[config.mk]
export PLATFORM = sky130hd
export DESIGN_NAME = mvof_framer
export DESIGN_NICKNAME = d
export VERILOG_FILES = /design/src/core/mvof_trig.v /design/src/core/mvof_framer.v
export VERILOG_INCLUDE_DIRS = /design/src /design/src/core
export SDC_FILE = /design/constraint.sdc
export NUM_CORES = 1
export LEC_CHECK = 0
export BUFFER_PORTS_ARGS = -buffer_cell sky130_fd_sc_hd__buf_2
export CAP_MARGIN = 20
export CORE_ASPECT_RATIO = 1.2
export CORE_MARGIN = 1
export CORE_UTILIZATION = 60
export DETAILED_ROUTE_END_ITERATION = 8
export PLACE_DENSITY = 0.78
export SYNTH_ARGS = -nofsm -noshare
export SYNTH_HDL_FRONTEND = slang
export SYNTH_SLANG_ARGS = --single-unit
export TNS_END_PERCENT = 1
[constraint.sdc]
create_clock -name ref_clk -period 6.2 [get_ports ref_clk]
set_input_delay 0.31 -clock ref_clk [delete_from_list [all_inputs] [get_ports ref_clk]]
set_output_delay 0.31 -clock ref_clk [all_outputs]
set_load 0.01 [all_outputs]
[src/core/mvof_defines.vh]
// Constants for the measured value output framer: map, fields, resets, chars
`ifndef MVOF_DEFINES_VH
`define MVOF_DEFINES_VH

// ****************************************************************
// Register byte offsets
// ****************************************************************
`define MVOF_CTRL_OFS 8'h00
`define MVOF_SER_OFS 8'h04
`define MVOF_STAT_OFS 8'h08
`define MVOF_ENT_BASE 2'b01
`define MVOF_ENT_DESC 2'h0
`define MVOF_ENT_INT 2'h1
`define MVOF_ENT_FRAC 2'h2

// ****************************************************************
// Control register fields
// ****************************************************************
`define MVOF_C_DTG 0
`define MVOF_C_INCH 1
`define MVOF_C_DIA 2
`define MVOF_C_DMS 3
`define MVOF_C_LF 4
`define MVOF_C_PRINT 5
`define MVOF_C_HS 6
`define MVOF_C_PKIND 9:8
`define MVOF_C_PAXIS 11:10
`define MVOF_C_AXEN 15:12
`define MVOF_C_TAIL 19:16
`define MVOF_CTRL_RST 20'h0F030

// ****************************************************************
// Serial framing register fields
// ****************************************************************
`define MVOF_S_BAUD 3:0
`define MVOF_S_DATA8 4
`define MVOF_S_PAR 6:5
`define MVOF_S_STOP2 7
`define MVOF_SER_RST 8'h14

// ****************************************************************
// Entry descriptor fields
// ****************************************************************
`define MVOF_D_LETTER 7:0
`define MVOF_D_NEG 8
`define MVOF_D_ICNT 12:9
`define MVOF_D_FCNT 15:13
`define MVOF_D_ROT 16
`define MVOF_D_SCNT 18:17

// ****************************************************************
// Status register fields
// ****************************************************************
`define MVOF_ST_MISS 16

// ****************************************************************
// Characters
// ****************************************************************
`define MVOF_CH_CR 8'h0D
`define MVOF_CH_LF 8'h0A
`define MVOF_CH_SP 8'h20
`define MVOF_CH_QUOTE 8'h22
`define MVOF_CH_PLUS 8'h2B
`define MVOF_CH_MINUS 8'h2D
`define MVOF_CH_DOT 8'h2E
`define MVOF_CH_COLON 8'h3A
`define MVOF_CH_EQ 8'h3D
`define MVOF_CH_CTRLB 8'h02
`define MVOF_CH_A 8'h41
`define MVOF_CH_C 8'h43
`define MVOF_CH_D 8'h44
`define MVOF_CH_I 8'h49
`define MVOF_CH_L 8'h4C
`define MVOF_CH_R 8'h52
`define MVOF_CH_S 8'h53
`define MVOF_CH_T 8'h54
`define MVOF_CH_W 8'h57

`endif

[src/core/mvof_trig.v]
// Start trigger detection: remote switch, received Ctrl B, edge finder
`timescale 1ns/1ps
`include "mvof_defines.vh"

module mvof_trig (
  input wire ref_clk,
  input wire rst_b,
  input wire remote_sw_n,
  input wire probe_sw,
  input wire rx_valid,
  input wire [7:0] rx_data,
  input wire print_en,
  output reg disp_go_q,
  output reg probe_go_q
);

  reg remote_prev_q;
  reg probe_prev_q;

  // ****************************************************************
  // Edge detection
  // ****************************************************************
  // Previous levels reset to the idle state so no false start at release
  always @(posedge ref_clk or negedge rst_b) begin
    if (!rst_b) begin
      remote_prev_q <= 1'b1;
      probe_prev_q <= 1'b0;
      disp_go_q <= 1'b0;
      probe_go_q <= 1'b0;
    end else begin
      remote_prev_q <= remote_sw_n;
      probe_prev_q <= probe_sw;
      disp_go_q <= (remote_prev_q & ~remote_sw_n) |
        (rx_valid & (rx_data == `MVOF_CH_CTRLB));
      probe_go_q <= ~probe_prev_q & probe_sw & print_en;
    end
  end

endmodule // mvof_trig

[src/core/mvof_framer.v]
// Measured value output framer: formats axis and probe records as ASCII
//
// Implementation choices: the address map and the address-and-strobe port.
`timescale 1ns/1ps
`include "mvof_defines.vh"

module mvof_framer #(
  parameter NUM_ENT = 4
) (
  input wire ref_clk,
  input wire rst_b,
  input wire [7:0] addr,
  input wire [31:0] wdata,
  input wire wr_stb,
  input wire rd_stb,
  output reg [31:0] rdata,
  input wire remote_sw_n,
  input wire probe_sw,
  input wire rx_valid,
  input wire [7:0] rx_data,
  output reg [7:0] tx_data,
  output reg tx_valid,
  input wire tx_ready,
  input wire cts,
  output reg rts,
  output reg dtr,
  output wire [3:0] baud_sel,
  output wire data_8bit,
  output wire [1:0] parity_sel,
  output wire stop_2bit,
  output wire busy
);

  // ****************************************************************
  // States
  // ****************************************************************
  localparam S_IDLE = 4'h0;
  localparam S_PICK = 4'h1;
  localparam S_PRE = 4'h2;
  localparam S_SIGN = 4'h3;
  localparam S_INT = 4'h4;
  localparam S_SEP1 = 4'h5;
  localparam S_FRAC = 4'h6;
  localparam S_SEP2 = 4'h7;
  localparam S_SEC = 4'h8;
  localparam S_UNIT = 4'h9;
  localparam S_SUF = 4'hA;
  localparam S_CR = 4'hB;
  localparam S_LF = 4'hC;
  localparam S_TAIL = 4'hD;

  localparam PK_EDGE = 2'h0;
  localparam PK_CLINE = 2'h1;

  // ****************************************************************
  // Registers
  // ****************************************************************
  reg [19:0] ctrl_q;
  reg [7:0] ser_q;
  reg [18:0] desc_q [0:NUM_ENT-1];
  reg [31:0] int_q [0:NUM_ENT-1];
  reg [23:0] frac_q [0:NUM_ENT-1];
  reg miss_q;
  reg [7:0] done_cnt_q;
  reg [3:0] st_q;
  reg [3:0] st_d;
  reg [3:0] idx_q;
  reg [3:0] idx_d;
  reg [2:0] rec_q;
  reg [2:0] rec_d;
  reg [3:0] tail_q;
  reg [3:0] tail_d;
  reg probe_job_q;
  reg [7:0] ch;
  reg emit;
  integer i;

  wire disp_go;
  wire probe_go;
  wire go;
  wire reg_hit;
  wire [1:0] ent_w;
  wire [1:0] sub_w;
  wire [1:0] pkind;
  wire [1:0] ent;
  wire [18:0] cur_desc;
  wire [31:0] cur_int;
  wire [23:0] cur_frac;
  wire is_rot;
  wire is_dms;
  wire is_lbl;
  wire blank_pos;
  wire [3:0] icnt;
  wire [3:0] fcnt;
  wire [3:0] scnt;
  wire [3:0] plen;
  wire cts_ok;
  wire rec_ok;
  wire [3:0] idx_inc;

  // ****************************************************************
  // Functions
  // ****************************************************************
  function [7:0] digit_char;
    input [3:0] nib;
    begin
      digit_char = {4'h3, nib};
    end
  endfunction

  function [3:0] nibble;
    input [31:0] word;
    input [2:0] pos;
    begin
      nibble = word[{pos, 2'b00} +: 4];
    end
  endfunction

  // Third char of CC and CL labels comes from the entry letter, so the plane sets it; DST and DIA are fixed
  function [7:0] label_char;
    input [1:0] kind;
    input [1:0] rec;
    input [1:0] pos;
    input [7:0] letter;
    begin
      label_char = `MVOF_CH_COLON;
      if (kind == PK_CLINE) begin
        if (rec == 2'h0) begin
          label_char = (pos == 2'h0) ? `MVOF_CH_D :
            (pos == 2'h1) ? `MVOF_CH_S :
            (pos == 2'h2) ? `MVOF_CH_T : `MVOF_CH_COLON;
        end else begin
          label_char = (pos == 2'h0) ? `MVOF_CH_C :
            (pos == 2'h1) ? `MVOF_CH_L :
            (pos == 2'h2) ? letter : `MVOF_CH_COLON;
        end
      end else if (rec == 2'h2) begin
        label_char = (pos == 2'h0) ? `MVOF_CH_D :
          (pos == 2'h1) ? `MVOF_CH_I :
          (pos == 2'h2) ? `MVOF_CH_A : `MVOF_CH_COLON;
      end else begin
        label_char = (pos == 2'h0) ? `MVOF_CH_C :
          (pos == 2'h1) ? `MVOF_CH_C :
          (pos == 2'h2) ? letter : `MVOF_CH_COLON;
      end
    end
  endfunction

  // ****************************************************************
  // Triggers
  // ****************************************************************
  mvof_trig u_trig (
    .ref_clk(ref_clk),
    .rst_b(rst_b),
    .remote_sw_n(remote_sw_n),
    .probe_sw(probe_sw),
    .rx_valid(rx_valid),
    .rx_data(rx_data),
    .print_en(ctrl_q[`MVOF_C_PRINT]),
    .disp_go_q(disp_go),
    .probe_go_q(probe_go)
  );

  assign go = disp_go | probe_go;
  assign busy = (st_q != S_IDLE);

  // ****************************************************************
  // Register port
  // ****************************************************************
  assign ent_w = addr[5:4];
  assign sub_w = addr[3:2];
  assign reg_hit = (addr[7:6] == `MVOF_ENT_BASE) && (addr[1:0] == 2'b00);

  assign baud_sel = ser_q[`MVOF_S_BAUD];
  assign data_8bit = ser_q[`MVOF_S_DATA8];
  assign parity_sel = ser_q[`MVOF_S_PAR];
  assign stop_2bit = ser_q[`MVOF_S_STOP2];

  // Values are read live while sending; software should not rewrite
  // an entry while busy is high
  always @(posedge ref_clk or negedge rst_b) begin
    if (!rst_b) begin
      ctrl_q <= `MVOF_CTRL_RST;
      ser_q <= `MVOF_SER_RST;
      miss_q <= 1'b0;
      rdata <= 32'h0000_0000;
      for (i = 0; i < NUM_ENT; i = i + 1) begin
        desc_q[i] <= 19'h0_0200;
        int_q[i] <= 32'h0000_0000;
        frac_q[i] <= 24'h00_0000;
      end
    end else begin
      if (wr_stb && addr == `MVOF_CTRL_OFS) begin
        ctrl_q <= wdata[19:0];
      end
      if (wr_stb && addr == `MVOF_SER_OFS) begin
        ser_q <= wdata[7:0];
      end
      if (wr_stb && reg_hit) begin
        case (sub_w)
          `MVOF_ENT_DESC: desc_q[ent_w] <= wdata[18:0];
          `MVOF_ENT_INT: int_q[ent_w] <= wdata;
          `MVOF_ENT_FRAC: frac_q[ent_w] <= wdata[23:0];
          default: ;
        endcase
      end
      // A trigger lost while busy wins over a clear in the same cycle
      if (go && busy) begin
        miss_q <= 1'b1;
      end else if (wr_stb && addr == `MVOF_STAT_OFS &&
                   wdata[`MVOF_ST_MISS]) begin
        miss_q <= 1'b0;
      end
      rdata <= 32'h0000_0000;
      if (rd_stb) begin
        if (addr == `MVOF_CTRL_OFS) begin
          rdata <= {12'h000, ctrl_q};
        end else if (addr == `MVOF_SER_OFS) begin
          rdata <= {24'h00_0000, ser_q};
        end else if (addr == `MVOF_STAT_OFS) begin
          rdata <= {done_cnt_q, 7'h00, miss_q, 8'h00, st_q,
                    rec_q, probe_job_q};
        end else if (reg_hit) begin
          case (sub_w)
            `MVOF_ENT_DESC: rdata <= {13'h0000, desc_q[ent_w]};
            `MVOF_ENT_INT: rdata <= int_q[ent_w];
            `MVOF_ENT_FRAC: rdata <= {8'h00, frac_q[ent_w]};
            default: rdata <= 32'h0000_0000;
          endcase
        end
      end
    end
  end

  // ****************************************************************
  // Record selection
  // ****************************************************************
  assign pkind = ctrl_q[`MVOF_C_PKIND];
  assign ent = (probe_job_q && pkind == PK_EDGE) ?
    ctrl_q[`MVOF_C_PAXIS] : rec_q[1:0];
  assign cur_desc = desc_q[ent];
  assign cur_int = int_q[ent];
  assign cur_frac = frac_q[ent];
  assign is_rot = !probe_job_q && cur_desc[`MVOF_D_ROT];
  assign is_dms = is_rot && ctrl_q[`MVOF_C_DMS];
  assign is_lbl = probe_job_q && pkind != PK_EDGE;
  // Edge, distance and diameter show a blank for a positive value
  assign blank_pos = probe_job_q && (pkind == PK_EDGE ||
    (pkind == PK_CLINE ? rec_q[1:0] == 2'h0 : rec_q[1:0] == 2'h2));
  assign icnt = (cur_desc[`MVOF_D_ICNT] == 4'h0) ? 4'h1 :
    cur_desc[`MVOF_D_ICNT];
  assign fcnt = {1'b0, cur_desc[`MVOF_D_FCNT]};
  assign scnt = {2'b00, cur_desc[`MVOF_D_SCNT]};
  assign plen = probe_job_q ? 4'h4 : 4'h2;
  assign cts_ok = !ctrl_q[`MVOF_C_HS] || cts;
  assign idx_inc = idx_q + 4'h1;
  // Display uses the axis mask; probe kinds have one, two or three
  assign rec_ok = !rec_q[2] && (probe_job_q ?
    (pkind == PK_EDGE ? rec_q[1:0] == 2'h0 :
     pkind == PK_CLINE ? rec_q[1:0] != 2'h2 && rec_q[1:0] != 2'h3 :
     rec_q[1:0] != 2'h3) :
    ctrl_q[12 + rec_q[1:0]]);

  // ****************************************************************
  // Character sequencer
  // ****************************************************************
  always @* begin
    st_d = st_q;
    idx_d = idx_q;
    rec_d = rec_q;
    tail_d = tail_q;
    ch = `MVOF_CH_SP;
    emit = 1'b0;
    case (st_q)
      S_IDLE: begin
        if (go) begin
          st_d = S_PICK;
          rec_d = 3'h0;
          tail_d = ctrl_q[`MVOF_C_TAIL];
        end
      end
      S_PICK: begin
        idx_d = 4'h0;
        if (rec_q[2]) begin
          st_d = (tail_q == 4'h0) ? S_IDLE : S_TAIL;
        end else if (rec_ok) begin
          st_d = S_PRE;
        end else begin
          rec_d = rec_q + 3'h1;
        end
      end
      S_PRE: begin
        emit = 1'b1;
        if (is_lbl) begin
          ch = label_char(pkind, rec_q[1:0], idx_q[1:0],
                          cur_desc[`MVOF_D_LETTER]);
        end else if (idx_q == 4'h0) begin
          ch = cur_desc[`MVOF_D_LETTER];
        end else if (probe_job_q) begin
          ch = (idx_q == 4'h3) ? `MVOF_CH_COLON : `MVOF_CH_SP;
        end else begin
          ch = `MVOF_CH_EQ;
        end
        idx_d = idx_inc;
        if (idx_inc == plen) begin
          st_d = S_SIGN;
        end
      end
      S_SIGN: begin
        emit = 1'b1;
        ch = cur_desc[`MVOF_D_NEG] ? `MVOF_CH_MINUS :
          blank_pos ? `MVOF_CH_SP : `MVOF_CH_PLUS;
        idx_d = icnt - 4'h1;
        st_d = S_INT;
      end
      S_INT: begin
        emit = 1'b1;
        ch = digit_char(nibble(cur_int, idx_q[2:0]));
        idx_d = idx_q - 4'h1;
        if (idx_q == 4'h0) begin
          st_d = S_SEP1;
        end
      end
      S_SEP1: begin
        emit = 1'b1;
        ch = is_dms ? `MVOF_CH_COLON : `MVOF_CH_DOT;
        idx_d = 4'h0;
        if (fcnt != 4'h0) begin
          st_d = S_FRAC;
        end else begin
          st_d = is_dms ? S_SEP2 : S_UNIT;
        end
      end
      S_FRAC: begin
        emit = 1'b1;
        ch = digit_char(nibble({8'h00, cur_frac},
                               3'h5 - idx_q[2:0]));
        idx_d = idx_inc;
        if (idx_inc == fcnt) begin
          st_d = is_dms ? S_SEP2 : S_UNIT;
        end
      end
      S_SEP2: begin
        emit = 1'b1;
        ch = `MVOF_CH_COLON;
        idx_d = 4'h0;
        st_d = (scnt == 4'h0) ? S_UNIT : S_SEC;
      end
      S_SEC: begin
        emit = 1'b1;
        ch = digit_char(nibble({8'h00, cur_frac},
                               3'h3 - idx_q[2:0]));
        idx_d = idx_inc;
        if (idx_inc == scnt) begin
          st_d = S_UNIT;
        end
      end
      S_UNIT: begin
        emit = 1'b1;
        ch = (!is_rot && ctrl_q[`MVOF_C_INCH]) ?
          `MVOF_CH_QUOTE : `MVOF_CH_SP;
        st_d = S_SUF;
      end
      S_SUF: begin
        emit = 1'b1;
        if (is_rot) begin
          ch = ctrl_q[`MVOF_C_DTG] ? 8'h77 : `MVOF_CH_W;
        end else begin
          ch = ctrl_q[`MVOF_C_DIA] ? `MVOF_CH_D : `MVOF_CH_R;
          if (!probe_job_q && ctrl_q[`MVOF_C_DTG]) begin
            ch = ch | 8'h20;
          end
        end
        st_d = S_CR;
      end
      S_CR: begin
        emit = 1'b1;
        ch = `MVOF_CH_CR;
        if (ctrl_q[`MVOF_C_LF]) begin
          st_d = S_LF;
        end else begin
          st_d = S_PICK;
          rec_d = rec_q + 3'h1;
        end
      end
      S_LF: begin
        emit = 1'b1;
        ch = `MVOF_CH_LF;
        st_d = S_PICK;
        rec_d = rec_q + 3'h1;
      end
      S_TAIL: begin
        emit = 1'b1;
        ch = `MVOF_CH_CR;
        tail_d = tail_q - 4'h1;
        if (tail_q == 4'h1) begin
          st_d = S_IDLE;
        end
      end
      default: begin
        st_d = S_IDLE;
      end
    endcase
  end

  // ****************************************************************
  // Sequencer state and transmit holding register
  // ****************************************************************
  // One char is held until taken; the sequencer stalls meanwhile, so
  // a slow line or a deasserted clear to send only delays output
  always @(posedge ref_clk or negedge rst_b) begin
    if (!rst_b) begin
      st_q <= S_IDLE;
      idx_q <= 4'h0;
      rec_q <= 3'h0;
      tail_q <= 4'h0;
      probe_job_q <= 1'b0;
      tx_data <= 8'h00;
      tx_valid <= 1'b0;
      rts <= 1'b0;
      dtr <= 1'b0;
      done_cnt_q <= 8'h00;
    end else begin
      dtr <= 1'b1;
      rts <= busy | tx_valid;
      if (tx_valid && tx_ready) begin
        tx_valid <= 1'b0;
      end
      if (st_q == S_IDLE && go) begin
        probe_job_q <= !disp_go;
      end
      if (!emit || (!tx_valid && cts_ok)) begin
        st_q <= st_d;
        idx_q <= idx_d;
        rec_q <= rec_d;
        tail_q <= tail_d;
        if (emit) begin
          tx_data <= ch;
          tx_valid <= 1'b1;
        end
        if (busy && st_d == S_IDLE) begin
          done_cnt_q <= done_cnt_q + 8'h01;
        end
      end
    end
  end

endmodule // mvof_framer

==> results of run 1 <==
## final timing paths
path                            slack (ps)           from             to  cells past startpoint
worst min register to register         500  done_cnt_q[7]  done_cnt_q[7]                      1
worst min-delay path                    30      wdata[25]     int_q[121]                      2
max in group asynchronous             4370          rst_b       ser_q[1]                      3
worst max register to register        1880    probe_job_q     tx_data[3]                      9
worst max-delay path                  1880    probe_job_q     tx_data[3]                      9
min in group asynchronous              340          rst_b  done_cnt_q[7]                      2
## layout by cell type, fill, tap and decap left out, types with 23 or more instances in the layout
cell type,Yosys,layout
nand3_1,53,53
inv_1,25,25
a22oi_1,23,23
dfrtp_1,387,387
buf_4,3,38
clkbuf_16,0,43
mux2_2,332,332
a21oi_1,51,50
mux2i_1,66,65
nand2_1,207,207
a31oi_1,23,23
buf_2,21,105
nor2_1,88,82
o21ai_0,68,68
mux4_2,113,113
## worst max-delay path, cell delays in order, from the launching register on
cell      delay [ps]
dfrtp_1          540
nor3b_4          720
mux2_4           660
buf_4            540
mux4_2           560
mux2i_1          330
a221oi_1         160
a21oi_1          220
nor2_1            60
o32a_1           360
## per-stage QoR
step | worst slack [ps] | total power, W | utilization, % | hold slack, ps | cell area (um2)
global route | 1650 | 0.00826 | 67.7 | 37.2 | 24400
detailed placement | 1920 | 0.00531 | 63.6 | 374 | 22900
CTS | 1930 | 0.00791 | 67.7 | 14.7 | 24300
floorplan | 2580 | 0.00456 | - | 14.4 | 22000
global placement | 2050 | 0.00527 | 63.6 | 371 | 22900
finish | 1880 | 0.00796 | 67.7 | 30.2 | 24400
## state kept, by name, indices dropped and copies added, names as in the netlist, 8 cells and up
register	flops
int_q	128
frac_q	96
desc_q	76
rdata	32
ctrl_q	20
done_cnt_q	8
ser_q	8
tx_data	8
## cell families after synthesis
kind of cell	share of synthesized area, %
buffers and inverters	3.16
other	0.0171
xor gates and xnor gates	0.843
AOI/OAI and AO/OA	8.09
and+or+nand+nor	9.49
adders and majority gates	0.854
muxes	31.9
DFF	45.6
## final cells by class
type / instances / area, um2 / area share, %
clock inverters: 12 / 174 / 0.714
multi-input cells: 1280 / 11300 / 46.4
repair buffers: 150 / 913 / 3.75
flip-flops and latches: 400 / 10000 / 41.2
well taps: 468 / 586 / 2.40
inverters: 28 / 105 / 0.432
clock buffers: 62 / 1240 / 5.08
## routing by layer
metal  track usage, %  vias to the layer above
li1                 -                     6960
met1             49.1                     8581
met2             56.5                      996
met3             7.42                      199
met4             15.5                        2
met5                0                        -
## where the power goes
part	leakage, nW	total, W	internal, W	switching, W
clock network	0.692	0.00261	0.00155	0.00106
logic	4.90	0.00226	0.000829	0.00143
registers	5.43	0.00309	0.00281	0.000278
==> metrics, run 1 <==
status=completed; NumNets Final=1974; final period utilization=69.6%; # port buffers=~110; metal1 wirelength=about 25 mm; fin crit period=~4300 ps; Area growth syn-to-layout=10.9%; ANT nets after route=0; first-pass GRT wire length=101 mm; 1st-iter DRT viols=roughly 1900; Post-CTS Hold Fix Bufs=4; Die ar.=0.0374 mm2; vias in the first global route=16600; synth top area cells=dfrtp_1 44%, mux2_2 17%, mux4_2 12%; H-tree Lvls=2; DR WL/cell=27.3 um; leakage=11.0 nW; worst setup path category=reg -> reg; type of origin of the critical path=register; number of I/O pins=109; FF+latch count, synth=400; nature of the critical path endpoint=register; Yosys Warn Count=0; Hold Crit Class=in -> reg; Async SR Flop Fraction=100%; synth cell count leaders=387 x dfrtp_1, 332 x mux2_2, 207 x nand2_1; worst slew pin tran=about 1000 ps; Core ar.=0.0359 mm2; Worst-path clk slew=70 ps; relative slew slack=~31%; cell taking the most area after synthesis=dfrtp_1; synthesized cell area=0.0220 mm2; dominant synthesized flop cell=dfrtp_1; grt ovf=0; starting density of the core=roughly 60%; clk sinks=400; fraction of layout cells with a size suffix above 1=35.6%; Final setup viols=0; GR Util All Layers=36.1%; final wirelength=65.6 mm; met3 wire len=roughly 6.6 mm; Arr. time, crit path=4750 ps; Die X=177 um; Placer Congestion=around 1.0; drt drc=0; Cells after DPL=~2300; Slew Viols, Final=0; Worst Clk Skew=15.5 ps; die height=approximately 210 um; most frequent cell after synthesis=dfrtp_1; Filler cells=2537; non-filler instance count after layout=2400; Vias=~17000; VDD IR max=0.000238 V; Cell Pwr Density=327 mW/mm2; setup tns final=0 ps; highest metal used=met5; CTS Buffer Depth=3; register area share after synthesis=45.6%; met2 routed WL=31.0 mm; Avg Cell Area, Syn=11.8 um2; Max-Cap Viols=0; post_cts resized=0; initial antenna violation count=1; cts bufs inserted=42; RSZ-0062 raised after global routing=no; TritonCTS clock tree=done; largest net degree at the start of global routing=155; Fin. Hold Viols=0; Post-synth EDFFs=0; 1st-pass router iterations=6; Final HPWL DP=44.6 mm; number of diodes=0; CP Max Fanout=38; Clk Tree Root Cell=clkbuf_16; fmax=around 230 MHz; vias per inst=6.97; Yosys top cell area share=44.1%; Post-CTS Setup Inserts=0; Worst EP required=6630 ps; Site Rows=76; Synth Instances=between 1500 and 2000; Clock Latency Late Sink=550 ps; Mapped Nets=1927; Synth cell types=73
Note: power is estimated with default switching activity, not from simulation.
==> run 2, diff against run 1 <==
Settings changed: CORE_UTILIZATION 60 to 56, PLACE_DENSITY 0.78 to 0.77.
Clock period 6.2 ns to 3.8 ns, I/O delays scaled along.
==> metrics, run 2 (synthesis results as in run 1) <==
status=completed; H-tree Lvls=2 (unchanged); Top Registers=int_q (128), frac_q (96), desc_q (76); power share of the sequential group=38.1% (-0.7 points); fraction of layout cells with a size suffix above 1=36.7% (+1.1 points); ANT nets after route=0 (unchanged); post_cts resized=0 (unchanged); initial antenna violation count=1 (unchanged); Worst Clk Skew=11.0 ps (-4.49 ps); max reg flops=128 (unchanged); VDD IR max=0.000357 V (+50%); Post-CTS Hold Fix Bufs=19 (+15); Worst-path clk slew=60 ps (about the same); Die X=183 um (+3.5%); Hold Crit Class=in -> reg; Filler cells=2904 (+14%); DR WL/cell=25.9 um (-5.3%); nature of the critical path endpoint=register; NumNets Final=2027 (+2.7%); relative slew slack=26.5% (-4.7 points); cell family with most CP delay=simple AND/OR/NAND/NOR gates; vias per inst=6.64 (-4.7%); final period utilization=90.8% (+21 points); hold slack=101 ps (+71.1 ps); Final HPWL DP=45.1 mm (+1.2%); pre-CTS setup slack=363 ps (-1560 ps); number of diodes=0 (unchanged); type of origin of the critical path=register; CTS Buffer Depth=3 (unchanged); Arr. time, crit path=3910 ps (-840 ps); die height=219 um (+3.5%); Core ar.=0.0387 mm2 (+7.8%); Area growth syn-to-layout=13.3%; most frequent cells in the layout=387 x dfrtp_1, 332 x mux2_2, 207 x nand2_1; Cell Pwr Density=519 mW/mm2 (+59%); worst slew pin tran=1100 ps (+72.7 ps); starting density of the core=56.7% (-4.4 points); first-pass GRT wire length=102 mm (+0.27%); Site Rows=79 (+3.9%); combinational power share=30.5% (+2.1 points); final wirelength=65.0 mm (-0.93%); P_int=0.00845 W (+63%); # port buffers=108 (unchanged); GR Util All Layers=33.5% (-2.6 points); RSZ-0062 raised after global routing=no; Clk Tree Root Cell=clkbuf_16; setup slack after layout=350 ps (-1530 ps); Placer Congestion=0.969 (-4.2%); vias in the first global route=16900 (+1.9%); Cell Chain, Critical Path=buf_4 > mux2_2 > o21ai_0 > a21oi_1 > nor3_2 > o31ai_1 > a211o_1 > or4b_1 > nor4_4 > xor2_1; Clock Latency Late Sink=550 ps (about the same); Post-CTS Setup Inserts=0 (unchanged); clock share of power=31.3% (-1.5 points); clk sinks=400 (unchanged); cts bufs inserted=40 (-4.8%); 1st-iter DRT viols=1862 (-3.0%); Slew Viols, Final=0 (unchanged); WP buf/inv=1 (unchanged); net switching power of the design=0.00448 W (+62%); Die ar.=0.0400 mm2 (+7.1%); Sw Ratio=34.6% (-0.19 points); Overall Power=0.0129 W (+62%); Final setup viols=0 (unchanged); largest net degree at the start of global routing=119 (-23%); Vias=16700 (-0.32%); fin crit period=3450 ps (-868 ps); number of I/O pins=109 (unchanged); Max-Cap Viols=0 (unchanged); Worst EP required=4260 ps (-2370 ps); Reg with most FFs=int_q; setup tns final=0 ps (unchanged); drt drc=0 (unchanged); fmax=290 MHz (+25%); 1st-pass router iterations=9 (+3); CP max-delay cell=or4b_1; CP Max Fanout=10 (-74%); commonest non-fill, non-tap cell in the layout=dfrtp_1; leakage=11.3 nW (+2.4%); Fin. Hold Viols=0 (unchanged); worst setup path category=reg -> reg; TritonCTS clock tree=done; CP peak stage delay=720 ps (about the same); grt ovf=0 (unchanged)
==> run 2: cell types whose count changed in the layout (fill, tap and decap cells not counted), sizes merged <==
cell | before | now
bufinv | 4 | 3
inv | 28 | 27
buf | 146 | 186
dlygate4sd3 | 4 | 19
clkbuf | 62 | 57
clkinv | 7 | 12
==> run 2: power groups by stage <==
stage / sequential, W / clock (W) / combinational (W)
floorplan: 0.00486 / 0 / 0.00258
global placement: 0.00498 / 0 / 0.00379
detailed placement: 0.00500 / 0 / 0.00384
CTS: 0.00492 / 0.00407 / 0.00387
global route: 0.00496 / 0.00426 / 0.00423
finish: 0.00493 / 0.00405 / 0.00395
==> run 2: path summary, 6_finish.rpt <==
path / startpoint / end / slack (ps) / cells after the start
setup / recovery: ctrl_q[11] / done_cnt_q[7] / 350 / 10
hold / removal: cts / tx_valid / 100 / 3
setup reg to reg: ctrl_q[11] / done_cnt_q[7] / 350 / 10
hold reg to reg: done_cnt_q[7] / done_cnt_q[7] / 480 / 1
max in group asynchronous: rst_b / int_q[78] / 2440 / 3
min in group asynchronous: rst_b / tx_valid / 370 / 2
==> run 2: area by class of cell <==
class	instances	area, um2	area share (%)
well taps	526	658	2.64
flip-flops and latches	400	10000	40.3
inverters	28	105	0.422
clock buffers	57	1180	4.73
repair buffers	205	1460	5.85
clock inverters	15	160	0.643
multi-input cells	1280	11300	45.4
==> run 2: through the flow <==
stage / std cells / util [%] / instance area [um2]
floorplan: 1855 / - / 22000
global placement: 2420 / 60.3 / 23400
detailed placement: 2420 / 60.3 / 23400
CTS: 2511 / 64.2 / 24900
global route: 2511 / 64.2 / 24900
finish: 2511 / 64.2 / 24900
==> run 2: worst register-to-register path, delay by kind of cell (launching register included) <==
kind            cells  cell delay (ps)
flops               1              650
mux                 1              340
xor+xnor            1              160
buf+inv             1              240
simple gates        3             1410
compound gates      4              580
==> run 2: per-layer routing <==
layer	wire [um]	GRT usage [%]	up-vias
met5	11	0	-
met3	5750	6.85	201
met4	3150	15.7	2
met2	30700	53.1	854
met1	25400	44.7	8564
li1	-	-	7063
